`src/shared/prsl_pkg.sv`:
```
/*
 * Constants shared by both ends of the phase resync serial load block.
 * Assumes the three-wire link of clock, data and latch strobe only.
 */
// Behaviour
// Dither off seeds modulator with phase word
// Writer keeps phase word constant without table
// Mode field 1,0 enables phase resync
// Sync period is divider times modulus comparisons
// Divider from register 3 bits 14:3, 1..4095
// Modulus from register 1 bits 14:3
// Second sync after strobe rise realigns phase
// Writer picks period no shorter than lock
// Phase word sets phase in 360/modulus steps
// Shift on clock rise, latch word on strobe
// Strobe low, four bytes, then strobe high
// Resync gives one consistent phase offset
// Mode field 0,1 runs fast-lock timer instead
// Modulator steps once per comparison period
// Timer restarts at each strobe rising edge
package prsl_pkg;
   // ****************************************************
   // Word layout
   // ****************************************************
   localparam int WORD_BITS = 32;
   localparam int BYTE_BITS = 8;
   localparam int ADDR_LSB = 0;
   localparam int ADDR_MSB = 2;
   localparam int NUM_LATCH = 6;
   localparam int FIELD_BITS = 12;
   localparam int FRAC_LSB = 3;
   localparam int DEN_LSB = 3;
   localparam int PHASE_LSB = 15;
   localparam int CDIV_LSB = 3;
   localparam int MODE_LSB = 15;
   localparam int REG_FRAC = 0;
   localparam int REG_DEN = 1;
   localparam int REG_CTRL = 3;
   // ****************************************************
   // Timer modes and timing
   // ****************************************************
   localparam logic [1:0] MODE_FASTLOCK = 2'h1;
   localparam logic [1:0] MODE_RESYNC = 2'h2;
   localparam int CLK_HZ = 40_000_000;
   localparam int CMP_HZ = 10_000_000;
   localparam int CMP_CYC = CLK_HZ / CMP_HZ;
   localparam int SCLK_HALF_NS = 100;
   localparam int SCLK_HALF_CYC = SCLK_HALF_NS * (CLK_HZ / 1_000_000) / 1000;
   localparam logic [31:0] LATCH_RESET = 32'h0000_0000;
endpackage : prsl_pkg

```
`src/shared/prsl_if.sv`:
```
/*
 * Three-wire serial load link between writer and device.
 * Assumes the writer drives every wire; the device only listens.
 */
`timescale 1ns/1ps
interface prsl_if;
   // ****************************************************
   // Link wires
   // ****************************************************
   logic sclk;
   logic sdata;
   logic latch_strobe;
   modport writer (output sclk, output sdata, output latch_strobe);
   modport device (input sclk, input sdata, input latch_strobe);
endinterface : prsl_if

```
`src/hw/prsl_dev.sv`:
```
/*
 * Device end: serial load port, sigma-delta seed and resync timer.
 * Assumes link wires are asynchronous to clk and sampled twice.
 */
// The serial load port and the address map were chosen for this implementation.
`timescale 1ns/1ps
module prsl_dev
   import prsl_pkg::*;
#(
   parameter int CMP_DIV = CMP_CYC
) (
   // Clock and reset
   input wire logic clk,
   input wire logic reset,
   // Link
   prsl_if.device link,
   // Loose control bit
   input wire logic dither_en,
   // Status outputs
   output logic sync_pulse_r,
   output logic resync_r,
   output logic wide_bw_r,
   output logic sigma_carry_r,
   output logic [FIELD_BITS-1:0] phase_num_r,
   output logic [FIELD_BITS-1:0] phase_den_r,
   output logic [1:0] mode_r
);
   // ****************************************************
   // Declarations
   // ****************************************************
   logic [2:0] sclk_s, sdata_s, latch_s;
   logic sclk_rise, latch_rise;
   logic [WORD_BITS-1:0] shift_r;
   logic [WORD_BITS-1:0] latch_r [NUM_LATCH];
   logic [FIELD_BITS-1:0] frac_w, den_w, phase_w, cdiv_w;
   logic [FIELD_BITS-1:0] den_eff, cdiv_eff;
   logic [1:0] mode_w;
   logic [7:0] cmp_cnt_r;
   logic cmp_en_r;
   logic [FIELD_BITS-1:0] den_cnt_r, div_cnt_r;
   logic tick;
   logic [1:0] sync_cnt_r;
   logic [FIELD_BITS-1:0] acc_r;
   logic [FIELD_BITS:0] acc_sum;
   logic [FIELD_BITS-1:0] lfsr_r;
   logic timer_on;

   generate
      if (CMP_DIV < 1 || CMP_DIV > 255) begin : g_chk
         $error("prsl_dev: CMP_DIV out of range");
      end
   endgenerate

   // ****************************************************
   // Serial load port
   // ****************************************************
   // Two-flop synchronisers, third flop for edge detect
   always_ff @(posedge clk) begin
      if (reset) begin
         sclk_s <= 3'h0;
         sdata_s <= 3'h0;
         latch_s <= 3'h7;
      end else begin
         sclk_s <= {sclk_s[1:0], link.sclk};
         sdata_s <= {sdata_s[1:0], link.sdata};
         latch_s <= {latch_s[1:0], link.latch_strobe};
      end
   end
   assign sclk_rise = sclk_s[1] & ~sclk_s[2];
   assign latch_rise = latch_s[1] & ~latch_s[2];

   // Shift register, one bit per serial clock rise
   always_ff @(posedge clk) begin
      if (reset) begin
         shift_r <= LATCH_RESET;
      end else if (sclk_rise) begin
         shift_r <= {shift_r[WORD_BITS-2:0], sdata_s[1]};
      end
   end

   // Latch file, addressed by the low word bits
   always_ff @(posedge clk) begin
      if (reset) begin
         for (int i = 0; i < NUM_LATCH; i++) begin
            latch_r[i] <= LATCH_RESET;
         end
      end else if (latch_rise) begin
         for (int i = 0; i < NUM_LATCH; i++) begin
            if (shift_r[ADDR_MSB:ADDR_LSB] == 3'(i)) begin
               latch_r[i] <= shift_r;
            end
         end
      end
   end

   // Field extraction
   assign frac_w = latch_r[REG_FRAC][FRAC_LSB +: FIELD_BITS];
   assign den_w = latch_r[REG_DEN][DEN_LSB +: FIELD_BITS];
   assign phase_w = latch_r[REG_DEN][PHASE_LSB +: FIELD_BITS];
   assign cdiv_w = latch_r[REG_CTRL][CDIV_LSB +: FIELD_BITS];
   assign mode_w = latch_r[REG_CTRL][MODE_LSB +: 2];
   // Zero divider or modulus acts as one
   assign cdiv_eff = (cdiv_w == 12'h000) ? 12'h001 : cdiv_w;
   assign den_eff = (den_w == 12'h000) ? 12'h001 : den_w;
   assign timer_on = (mode_w == MODE_RESYNC) || (mode_w == MODE_FASTLOCK);

   // ****************************************************
   // Comparison-rate enable
   // ****************************************************
   always_ff @(posedge clk) begin
      if (reset || cmp_cnt_r == 8'(CMP_DIV - 1)) begin
         cmp_cnt_r <= 8'h00;
      end else begin
         cmp_cnt_r <= cmp_cnt_r + 8'h01;
      end
   end
   always_ff @(posedge clk) begin
      if (reset) begin
         cmp_en_r <= 1'b0;
      end else begin
         cmp_en_r <= (cmp_cnt_r == 8'(CMP_DIV - 1));
      end
   end

   // ****************************************************
   // Resync and fast-lock timer
   // ****************************************************
   // Period of divider times modulus comparison periods
   assign tick = timer_on && cmp_en_r && !latch_rise
                 && den_cnt_r == den_eff - 12'h001
                 && div_cnt_r == cdiv_eff - 12'h001;
   always_ff @(posedge clk) begin
      if (reset || latch_rise || !timer_on) begin
         den_cnt_r <= 12'h000;
         div_cnt_r <= 12'h000;
      end else if (cmp_en_r) begin
         if (den_cnt_r >= den_eff - 12'h001) begin
            den_cnt_r <= 12'h000;
            if (div_cnt_r >= cdiv_eff - 12'h001) begin
               div_cnt_r <= 12'h000;
            end else begin
               div_cnt_r <= div_cnt_r + 12'h001;
            end
         end else begin
            den_cnt_r <= den_cnt_r + 12'h001;
         end
      end
   end

   // Sync pulse output in resync mode only
   always_ff @(posedge clk) begin
      if (reset) begin
         sync_pulse_r <= 1'b0;
      end else begin
         sync_pulse_r <= tick && (mode_w == MODE_RESYNC);
      end
   end

   // Count syncs since strobe, second one realigns
   always_ff @(posedge clk) begin
      if (reset || latch_rise) begin
         sync_cnt_r <= 2'h0;
      end else if (tick && mode_w == MODE_RESYNC && sync_cnt_r != 2'h2) begin
         sync_cnt_r <= sync_cnt_r + 2'h1;
      end
   end
   always_ff @(posedge clk) begin
      if (reset) begin
         resync_r <= 1'b0;
      end else begin
         resync_r <= tick && mode_w == MODE_RESYNC
                     && sync_cnt_r == 2'h1;
      end
   end

   // Wide bandwidth from strobe until the first timer expiry
   always_ff @(posedge clk) begin
      if (reset) begin
         wide_bw_r <= 1'b0;
      end else if (latch_rise) begin
         wide_bw_r <= (shift_r[ADDR_MSB:ADDR_LSB] == 3'(REG_CTRL))
                      ? (shift_r[MODE_LSB +: 2] == MODE_FASTLOCK)
                      : (mode_w == MODE_FASTLOCK);
      end else if (tick || mode_w != MODE_FASTLOCK) begin
         wide_bw_r <= 1'b0;
      end
   end

   // ****************************************************
   // Sigma-delta modulator
   // ****************************************************
   // Dither source
   always_ff @(posedge clk) begin
      if (reset) begin
         lfsr_r <= 12'h0001;
      end else if (cmp_en_r) begin
         lfsr_r <= {lfsr_r[10:0], lfsr_r[11] ^ lfsr_r[5]
                    ^ lfsr_r[3] ^ lfsr_r[0]};
      end
   end

   // Accumulator stepped once per comparison period
   assign acc_sum = {1'b0, acc_r} + {1'b0, frac_w};
   always_ff @(posedge clk) begin
      if (reset) begin
         acc_r <= 12'h000;
         sigma_carry_r <= 1'b0;
      end else if (latch_rise || resync_r) begin
         acc_r <= dither_en ? (lfsr_r % den_eff)
                  : (phase_w % den_eff);
         sigma_carry_r <= 1'b0;
      end else if (cmp_en_r) begin
         if (acc_sum >= {1'b0, den_eff}) begin
            acc_r <= FIELD_BITS'(acc_sum - {1'b0, den_eff});
            sigma_carry_r <= 1'b1;
         end else begin
            acc_r <= acc_sum[FIELD_BITS-1:0];
            sigma_carry_r <= 1'b0;
         end
      end else begin
         sigma_carry_r <= 1'b0;
      end
   end

   // ****************************************************
   // Programmed phase and mode
   // ****************************************************
   // Phase is phase_num of phase_den turns
   always_ff @(posedge clk) begin
      if (reset) begin
         phase_num_r <= 12'h000;
         phase_den_r <= 12'h001;
         mode_r <= 2'h0;
      end else begin
         phase_num_r <= phase_w % den_eff;
         phase_den_r <= den_eff;
         mode_r <= mode_w;
      end
   end
endmodule : prsl_dev

```
`src/flat_wrapper.sv`:
```
// flat-port wrapper written by rule: the top's interface ports become plain ports
module prsl_dev_flat import prsl_pkg::*;
#(
   parameter int CMP_DIV = CMP_CYC
)
  (clk, reset, dither_en, sync_pulse_r, resync_r, wide_bw_r, sigma_carry_r, phase_num_r, phase_den_r, mode_r, link_sclk, link_sdata, link_latch_strobe);
  prsl_if link_i ();
  input wire logic clk;
  input wire logic reset;
  input wire logic dither_en;
  output logic sync_pulse_r;
  output logic resync_r;
  output logic wide_bw_r;
  output logic sigma_carry_r;
  output logic [FIELD_BITS-1:0] phase_num_r;
  output logic [FIELD_BITS-1:0] phase_den_r;
  output logic [1:0] mode_r;
  input wire logic [$bits(link_i.sclk)-1:0] link_sclk;
  input wire logic [$bits(link_i.sdata)-1:0] link_sdata;
  input wire logic [$bits(link_i.latch_strobe)-1:0] link_latch_strobe;
  assign link_i.sclk = link_sclk;
  assign link_i.sdata = link_sdata;
  assign link_i.latch_strobe = link_latch_strobe;
  prsl_dev #(.CMP_DIV(CMP_DIV)) u_core (.clk(clk), .reset(reset), .link(link_i), .dither_en(dither_en), .sync_pulse_r(sync_pulse_r), .resync_r(resync_r), .wide_bw_r(wide_bw_r), .sigma_carry_r(sigma_carry_r), .phase_num_r(phase_num_r), .phase_den_r(phase_den_r), .mode_r(mode_r));
endmodule
```
`config.mk`:
```
export PLATFORM = sky130hd
export DESIGN_NAME = prsl_dev_flat
export DESIGN_NICKNAME = d
export VERILOG_FILES = /design/src/shared/prsl_pkg.sv /design/src/shared/prsl_if.sv /design/src/hw/prsl_dev.sv /design/src/flat_wrapper.sv
export SDC_FILE = /design/constraint.sdc
export NUM_CORES = 1
export LEC_CHECK = 0
export BUFFER_PORTS_ARGS = -buffer_cell sky130_fd_sc_hd__buf_2
export CAP_MARGIN = 15
export CORE_MARGIN = 4
export CORE_UTILIZATION = 53
export CTS_CLUSTER_SIZE = 24
export DETAILED_ROUTE_END_ITERATION = 7
export PLACE_DENSITY = 0.72
export SYNTH_ARGS = -nofsm -noshare
export SYNTH_HDL_FRONTEND = slang
export SYNTH_SLANG_ARGS = --single-unit
export TNS_END_PERCENT = 100
```
`constraint.sdc`:
```
create_clock -name clk -period 19.1 [get_ports clk]
set_input_delay 2.865 -clock clk [delete_from_list [all_inputs] [get_ports clk]]
set_output_delay 2.865 -clock clk [all_outputs]
set_load 0.1 [all_outputs]
```
==> results of run 1 <==
per-stage QoR:
stage	instances	area, µm²	hold slack, ps	util	TNS (ps)
after floorplan	2134	17100	389	-	0
after global placement	2564	17900	402	0.567	-17250
after detailed placement	2564	17900	403	0.567	-21510
after CTS	2602	18700	415	0.591	0
after global routing	2657	19600	428	0.620	-4990
final	2657	19600	417	0.620	0
worst max-delay path, delay by kind of cell (launching register included):
family | cells | cell delay, ps
AOI/OAI and AO/OA | 44 | 8690
muxes | 2 | 590
DFF | 1 | 430
xor gates and xnor gates | 1 | 180
buffers and inverters | 8 | 1390
adders and majority gates | 11 | 3070
and+or+nand+nor | 20 | 4090
power breakdown:
group          total, W  internal [W]  switching (W)
clock          0.000357      0.000194       0.000163
sequential     0.000409      0.000399      0.0000105
combinational  0.000886      0.000336       0.000550
total           0.00165      0.000929       0.000723
registers in the layout (all words and copies together) (netlist names):
name and flops:
u_core.sdata_s 2, u_core.cmp_en_r 1, u_core.lfsr_r 12, u_core.wide_bw_r 1, u_core.phase_num_r 12, u_core.latch_s 3
u_core.sync_cnt_r 2, u_core.shift_r 27, u_core.sync_pulse_r 1, u_core.cmp_cnt_r 8, u_core.phase_den_r 12, u_core.resync_r 1
u_core.sclk_s 3, u_core.den_cnt_r 12, u_core.sigma_carry_r 1, u_core.latch_r 50, u_core.acc_r 12, u_core.div_cnt_r 12
u_core.mode_r 2
layout by cell type, fill, tap and decap left out, types with 14 or more instances in the layout:
cell type    n
a211oi_1    16
a21o_1      47
a21oi_1    143
a21oi_2     14
a31oi_1     20
and2_1      64
and3_1      30
buf_2       35
buf_4      118
clkbuf_16   18
dfxtp_1    123
edfxtp_1    50
ha_1       178
inv_1       78
mux2_2      17
mux2i_1     27
nand2_1    197
nand2b_1    26
nand3_1     65
nand4_1     22
nor2_1     183
nor2b_1     28
nor3_1      66
nor4_1      15
o211ai_1    23
o21a_1      42
o21ai_0     95
o21ai_1     20
o21bai_1    14
or2_2       17
or3_1       41
xnor2_1     87
xor2_1      61
timing repair:
item | CTS | global route
endpoints found under the setup margin | 24 | 24
gates resized for setup | 28 | 111
gates cloned | 1 | 3
setup buffers | 5 | 52
pin swaps | 3 | 34
hold buffers | 0 | 0
worst paths after layout:
| kind | start | end | cells after the start |
|---|---|---|---|
| setup / recovery | u_core.latch_r[0][44] | u_core.acc_r[6] | 86 |
| hold / removal | u_core.latch_s[0] | u_core.latch_s[1] | 1 |
| setup reg to reg | u_core.latch_r[0][44] | u_core.acc_r[6] | 86 |
| hold reg to reg | u_core.latch_s[0] | u_core.latch_s[1] | 1 |
per-layer routing:
metal / global-route usage / part of all wire / up-vias / wire length, µm
met4: 0.109 / 0.038 / 0 / 2100
met2: 0.488 / 0.46 / 749 / 25400
li1: - / - / 8093 / -
met3: 0.0491 / 0.079 / 156 / 4340
met5: 0 / 0 / - / 0
met1: 0.386 / 0.42 / 8039 / 23100
cell families (layout without fill, tap and decap cells):
kind of cell	Yosys count	after routing	share of synthesized area
fa+ha+maj	196	196	0.146
compound gates	605	608	0.238
flops	174	174	0.234
simple gates	808	808	0.239
mux	51	51	0.0315
xor+xnor	149	149	0.0765
buf+inv	151	269	0.0357
cell type report:
type | instances | share of cell area
Multi-Input combinational cell | 1812 | 0.669
Sequential cell | 174 | 0.203
Timing Repair Buffer | 157 | 0.0564
Tap cell | 402 | 0.0257
Clock buffer | 20 | 0.0239
Inverter | 80 | 0.0153
Clock inverter | 12 | 0.00625
==> metrics, run 1 <==
slowest stage delay, CP=480 ps; R2R Setup Slk=600 ps; # DRC=0; maximum vdd drop=0.109 mV; min cycle time layout=18500 ps; number of synthesized flops with an enable pin=50; final wirelength=54900 µm; worst skew pair latency=450 ps; Detail Placement HPWL=39000 µm; ANT nets after route=0; LEAKAGE=8.29 nW; Final Skew=17.6 ps; Worst EP required=19500 ps; Core Footprint=31600 µm²; WS Path Type=reg -> reg; asr flop ratio synth=0; number of global-route vias before repair=16.0k; slowest CP cell=a2111o_1; Mapped Nets=2336; crit end category=register; Slew headroom=0.238; clock buffer depth=2; Max FO, Critical Path=13; area grow syn2layout=15.0%; Pwr Total=0.00165 W; CTS H-Tree Depth=4; antenna cell count=0; top cell type's share of synthesized area=0.146; die width=187 µm; vias per inst=6.41; number of detailed-route iterations in the first pass=6; worst min-delay path category=reg -> reg; Avg Synthesized Cell Area=7.99 µm²; CTS tree=built; nets@finish=2444; Routed WL per cell=20.7 µm; I/O Buffers=35; Worst Max-Slew Pin Slew=1110 ps; post-synth top area cell=dfxtp_1; routed via count=17.0k; grt total ovfl=0; area occupied by multi-input gates=13100 µm²; PwrDens=84.3 nW/µm²; synth warn=0; clock-pin slew on the worst setup and hold paths=70 ps; status=complete, no violations; RSZ-0062 raised after global routing=true; antenna violations before repair=0; Worst Setup Slack, final=599 ps; Synth Flop Type=dfxtp_1; Worst EP arrival=18900 ps; part of the cycle the worst path needs=0.969; synth top area cells=dfxtp_1, ha_1, edfxtp_1, a21oi_1, xnor2_1; routability congestion estimate=1.01; sequential cell area=3990 µm²; Tot GR Track Use=0.294; die extent in y=187 µm; Fill cells=2765; Max Clock Freq=54.1 MHz; Cells after Synth=2134; global-route wire length before repair=84100 µm; final setup violation count=0; Max-Cap Viols=0; Netlist Area Pre-Place=17100 µm²; leading cell types by count after synthesis=nand2_1, ha_1, nor2_1, a21oi_1, dfxtp_1; IO Pins=36; # clock sinks=174; # rows=65; TritonCTS buffer count=17; Final Hold Viols=0; Seq/Total Area, Yosys=0.234; DR iter-0 viols=1562; Initial Utilization=0.539; Synth cell types=98; FF+latch count, synth=174; share of layout cells above drive strength 1=0.162; most frequent cell after synthesis=nand2_1; largest net degree at the start of global routing=52; Critical Path Start Type=register; DIE AREA=35100 µm²; dpl ws=-1260 ps; Final Slew Violations=0; clock root buffer=clkbuf_16
No activity file was read; power rests on OpenSTA's default activity.
==> run 2: changes to the inputs <==
- BUFFER_PORTS_ARGS: -buffer_cell sky130_fd_sc_hd__buf_2 -> -buffer_cell sky130_fd_sc_hd__clkbuf_2
- CTS_CLUSTER_DIAMETER: unset -> 80
==> run 2 against run 1 <==
  * Via count decreased by 0.90%
  * Worst setup slack improved by 190 ps
  * Sequential cell count unchanged
  * Hold slack improved by 9.0 ps
  * Clock skew decreased by 5.8 ps
  * Power decreased by 1.9%
  * Highest routed layer unchanged
  * Core utilization about the same
  * Clock power decreased by 2%
  * Sequential share of layout area about the same
==> metrics, run 2 (synthesized netlist as in run 1, its figures left out) <==
# DRC=0 (unchanged); ANT nets after route=0 (unchanged); min cycle time layout=18310 ps (-188 ps); Worst EP required=19450 ps (-50 ps); most frequent cells in the layout=nand2_1, nor2_1, ha_1; worst min-delay path category=reg -> reg; worst skew pair latency=440 ps (about the same); # clock sinks=174 (unchanged); area grow syn2layout=15.0% (about the same); crit end category=register; maximum vdd drop=0.0769 mV (-29%); WHS=426 ps (+9.02 ps); Setup TNS=0 ps (unchanged); DIE AREA=35100 µm² (unchanged); final setup violation count=0 (unchanged); Fill cells=2772 (+0.25%); antenna cell count=0 (unchanged); # rows=65 (unchanged); Final Skew=11.8 ps (-5.79 ps); clock-pin slew on the worst setup and hold paths=70 ps (about the same); Critical Path Start Type=register; clock buffer depth=2 (unchanged); die width=187 µm (unchanged); LEAKAGE=8.30 nW (about the same); number of detailed-route iterations in the first pass=5 (-1); dpl ws=-1040 ps (+214 ps); Pwr Total=0.00162 W (-1.9%); IO Pins=36 (unchanged); Max-Cap Viols=0 (unchanged); grt total ovfl=0 (unchanged); Tot GR Track Use=0.289 (-0.00496); DR iter-0 viols=1522 (-2.6%); Slew headroom=0.258 (+0.0208); Max Clock Freq=54.6 MHz (+1.0%); slowest stage delay, CP=470 ps (about the same); Max FO, Critical Path=14 (+1); Worst Setup Slack, final=787 ps (+188 ps); WS Path Type=reg -> reg; slowest CP cell=o21ai_0; die extent in y=187 µm (unchanged); PwrDens=82.7 nW/µm² (-1.9%); most flop-heavy register=u_core.latch_r; Routed WL per cell=20.2 µm (-2.2%); R2R Setup Slk=790 ps (+190 ps); nets@finish=2448 (+0.16%); number of global-route vias before repair=15.7k (-1.8%); Worst Max-Slew Pin Slew=1110 ps (-6.53 ps); commonest non-fill, non-tap cell in the layout=nand2_1; clock root buffer=clkbuf_16; routed via count=16.9k (-0.90%); largest net degree at the start of global routing=64 (+23%); Final Hold Viols=0 (unchanged); number of flip-flops in the largest register=50 (unchanged); Final Slew Violations=0 (unchanged); global-route wire length before repair=83100 µm (-1.2%); Detail Placement HPWL=38800 µm (-0.50%); TritonCTS buffer count=17 (unchanged); largest registers=u_core.latch_r (50), u_core.shift_r (27); Core Footprint=31600 µm² (unchanged); antenna violations before repair=0 (unchanged); vias per inst=6.34 (-1.1%); Critical Path Most Common Cell=ha_1; CTS H-Tree Depth=4 (unchanged); Worst EP arrival=18660 ps (-240 ps); Initial Utilization=0.539 (unchanged); share of layout cells above drive strength 1=0.162 (-0.000287); CTS tree=built; I/O Buffers=35 (unchanged); final core occ=0.620 (about the same); routability congestion estimate=0.973 (-3.8%); final wirelength=53800 µm (-2.0%); status=complete, no violations; part of the cycle the worst path needs=0.959 (-0.00983)
-- run 2: changes by cell type in the layout (fill, tap and decap cells not counted), sizes merged --
cell	previous run	this run
a21oi	158	157
inv	86	84
buf	156	129
bufinv	1	0
a22oi	5	4
clkdlybuf4s15	1	0
clkinvlp	0	1
clkbuf	20	56
-- run 2: area by class of cell --
class                   instances  area, µm²  share of cell area
clock buffers                  22        497              0.0253
clock inverters                10       91.3             0.00466
inverters                      80        302              0.0154
multi-input cells            1810      13100               0.666
flip-flops and latches        174       3990               0.203
well taps                     402        503              0.0256
repair buffers                163       1170              0.0595
-- run 2: through the flow --
step | cell area [µm²] | std cells
2_1_floorplan | 17100 | 2134
3_3_place_gp | 18000 | 2572
3_5_place_dp | 18000 | 2572
4_1_cts | 18700 | 2608
5_1_grt | 19600 | 2661
6_report | 19600 | 2661
-- run 2: power breakdown --
group          total (W)  leakage, nW  switching (W)  internal [W]
Combinational   0.000861         6.49       0.000537      0.000324
Sequential      0.000409         1.53      0.0000102      0.000399
Clock           0.000351        0.286       0.000161      0.000190
Total            0.00162         8.30       0.000709      0.000913
-- run 2: worst max-delay path: cells and delay by family (launching register included) --
kind                     cells  cell delay [ps]
AO/OA/AOI/OAI               43             8170
flip-flops                   1              440
adder cells (fa/ha/maj)     11             3630
AND/OR/NAND/NOR             16             3050
buffers and inverters        9             1510
multiplexers                 4             1360
-- run 2: repair_timing --
item / 4_1_cts / 5_1_grt
resized for setup: 18 / 118
hold buffers: 0 / 0
setup buffers: 4 / 50
setup endpoints to repair: 24 / 24
pin swaps: 1 / 40
cloned: 0 / 2
-- run 2: path summary, 6_finish.rpt --
path / from / end / cells past startpoint
setup / recovery: u_core.latch_r[0][45] / u_core.acc_r[0] / 83
hold / removal: u_core.latch_s[0] / u_core.latch_s[1] / 1
setup reg to reg: u_core.latch_r[0][45] / u_core.acc_r[0] / 83
hold reg to reg: u_core.latch_s[0] / u_core.latch_s[1] / 1
-- run 2: metal layers --
| metal | vias up | GRT usage | share of wire |
|---|---|---|---|
| met5 | - | 0 | 0 |
| met2 | 682 | 0.489 | 0.47 |
| met3 | 106 | 0.0401 | 0.075 |
| met1 | 7983 | 0.387 | 0.43 |
| met4 | 0 | 0.0827 | 0.025 |
| li1 | 8112 | - | - |
==> run 3: changes to the inputs <==
--- a/config.mk
+++ b/config.mk
@@ -10,3 +10,3 @@
 export CORE_MARGIN = 4
-export CORE_UTILIZATION = 53
+export CORE_UTILIZATION = 40
 export CTS_CLUSTER_DIAMETER = 80
@@ -14,3 +14,2 @@
 export DETAILED_ROUTE_END_ITERATION = 7
-export PLACE_DENSITY = 0.72
 export SYNTH_ARGS = -nofsm -noshare
--- a/constraint.sdc
+++ b/constraint.sdc
@@ -3,2 +3,2 @@
 set_output_delay 2.865 -clock clk [all_outputs]
-set_load 0.1 [all_outputs]
+set_load 0.01 [all_outputs]
==> run 3 against run 2 <==
  * Non-clock buffer count shrank 19
  * Wire length grew 2.0%
  * Worst setup slack lost 12 ps
  * Cell count grew 4.4%
  * Sequential power is essentially flat
  * Clock skew is essentially flat
  * Final area shrank 0.53%
  * First-iteration DRC count shrank 25%
  * Largest cell class unchanged
==> metrics, run 3 (synthesized netlist as in run 1, its figures left out) <==
status=complete, no violations; clock root buffer=clkbuf_16; routed via count=16.5k (-2.4%); TritonCTS buffer count=17 (unchanged); WS Path Type=reg -> reg; clock buffer depth=2 (unchanged); final setup violation count=0 (unchanged); antenna violations before repair=0 (unchanged); Routed WL per cell=19.7 µm (-2.3%); IO Pins=36 (unchanged); Met1 Wirelength=24600 µm (+7.2%); Hold-fix buffers, CTS=0 (unchanged); Max FO, Critical Path=19 (+5); PwrDens=79.0 nW/µm² (-4.5%); final core occ=0.464 (-0.156); CTS tree=built; min cycle time layout=18330 ps (+11.9 ps); part of the cycle the worst path needs=0.959 (about the same); maximum vdd drop=0.0956 mV (+24%); routability congestion estimate=0.953 (-2.0%); most frequent cells in the layout=nand2_1, nor2_1, ha_1; Setup TNS=0 ps (unchanged); Critical Path Most Common Cell=ha_1; WHS=416 ps (-9.60 ps); Slew headroom=0.323 (+0.0647); antenna cell count=0 (unchanged); Worst Max-Slew Pin Slew=1020 ps (-92.9 ps); Core Footprint=42000 µm² (+33%); DR iter-0 viols=1137 (-25%); # clock sinks=174 (unchanged); worst skew pair latency=450 ps (about the same); most flop-heavy register=u_core.latch_r; nets@finish=2428 (-0.82%); number of global-route vias before repair=15.5k (-0.87%); die extent in y=214 µm (+14%); vias per inst=5.93 (-6.5%); number of detailed-route iterations in the first pass=6 (+1); Initial Utilization=0.406 (-0.133); slowest stage delay, CP=450 ps (-20 ps); CTS H-Tree Depth=4 (unchanged); Tot GR Track Use=0.226 (-0.0633); met2 wire len=25700 µm (+0.89%); Final Skew=11.7 ps (-0.119 ps); commonest non-fill, non-tap cell in the layout=nand2_1; Final Slew Violations=0 (unchanged); # rows=75 (+15%); clock-pin slew on the worst setup and hold paths=70 ps (about the same); largest registers=u_core.latch_r (50), u_core.shift_r (27); number of flip-flops in the largest register=50 (unchanged); Detail Placement HPWL=40500 µm (+4.4%); met3 WL=2960 µm (-27%); ANT nets after route=0 (unchanged); DIE AREA=46000 µm² (+31%); worst min-delay path category=reg -> reg; Worst EP required=19420 ps (-30 ps); Pwr Total=0.00154 W (-5.0%); die width=214 µm (+14%); largest net degree at the start of global routing=47 (-27%); Final Hold Viols=0 (unchanged); grt total ovfl=0 (unchanged); area grow syn2layout=14.4%; final wirelength=54800 µm (+2.0%); uppermost layer routed=met4; global-route wire length before repair=84300 µm (+1.4%); Max Clock Freq=54.6 MHz (about the same); Critical Path Start Type=register; Worst EP arrival=18640 ps (-20 ps); Max-Cap Viols=0 (unchanged); crit end category=register; I/O Buffers=35 (unchanged); LEAKAGE=8.19 nW (-1.3%); slowest CP cell=edfxtp_1; share of layout cells above drive strength 1=0.149 (-0.0128); # DRC=0 (unchanged); Fill cells=4110 (+48%)
[run 3: stage by stage]
stage	instances	worst slack [ps]	instance area, µm²
after floorplan	2134	426	17100
after global placement	2716	-471	18200
after detailed placement	2716	-1020	18200
after CTS	2750	54.5	18900
after global routing	2778	-182	19500
final	2778	775	19500
[run 3: final timing paths]
check	start	end	slack (ps)	depth (start not counted)
max reg2reg	u_core.latch_r[0][43]	u_core.acc_r[10]	770	80
min	u_core.latch_s[0]	u_core.latch_s[1]	420	1
min reg2reg	u_core.latch_s[0]	u_core.latch_s[1]	420	1
max	u_core.latch_r[0][43]	u_core.acc_r[10]	770	80
[run 3: worst max-delay path, delay by kind of cell (launching register included)]
kind / cells / cell delay (ps)
AO/OA/AOI/OAI: 37 / 8310
AND/OR/NAND/NOR: 21 / 3690
adder cells (fa/ha/maj): 11 / 3450
multiplexers: 4 / 1160
buffers and inverters: 7 / 1110
flip-flops: 1 / 450
[run 3: area by class of cell]
cell class,instances,area (µm²),area share
clock buffer,19,464,0.0238
clock inverter,13,149,0.00763
inverter,80,300,0.0154
multi-input combinational,1809,12900,0.662
sequential,174,3990,0.204
tap,539,674,0.0346
timing repair buffer,144,1010,0.0519
[run 3: repair_timing]
item	4_1_cts	5_1_grt
pin swaps	1	27
setup buffers	2	28
endpoints found under the hold margin	0	0
resized for setup	8	96
endpoints found under the setup margin	23	24
[run 3: per-layer routing]
metal  vias up  global-route usage
li1       8064                   -
met1      7847               0.295
met2       465               0.376
met3        96              0.0351
met4         0              0.0847
met5         -                   0
[run 3: power by group]
group	internal (W)	switching [W]
logic	0.000306	0.000456
clock network	0.000207	0.000163
registers	0.000399	0.0000105
total	0.000911	0.000629
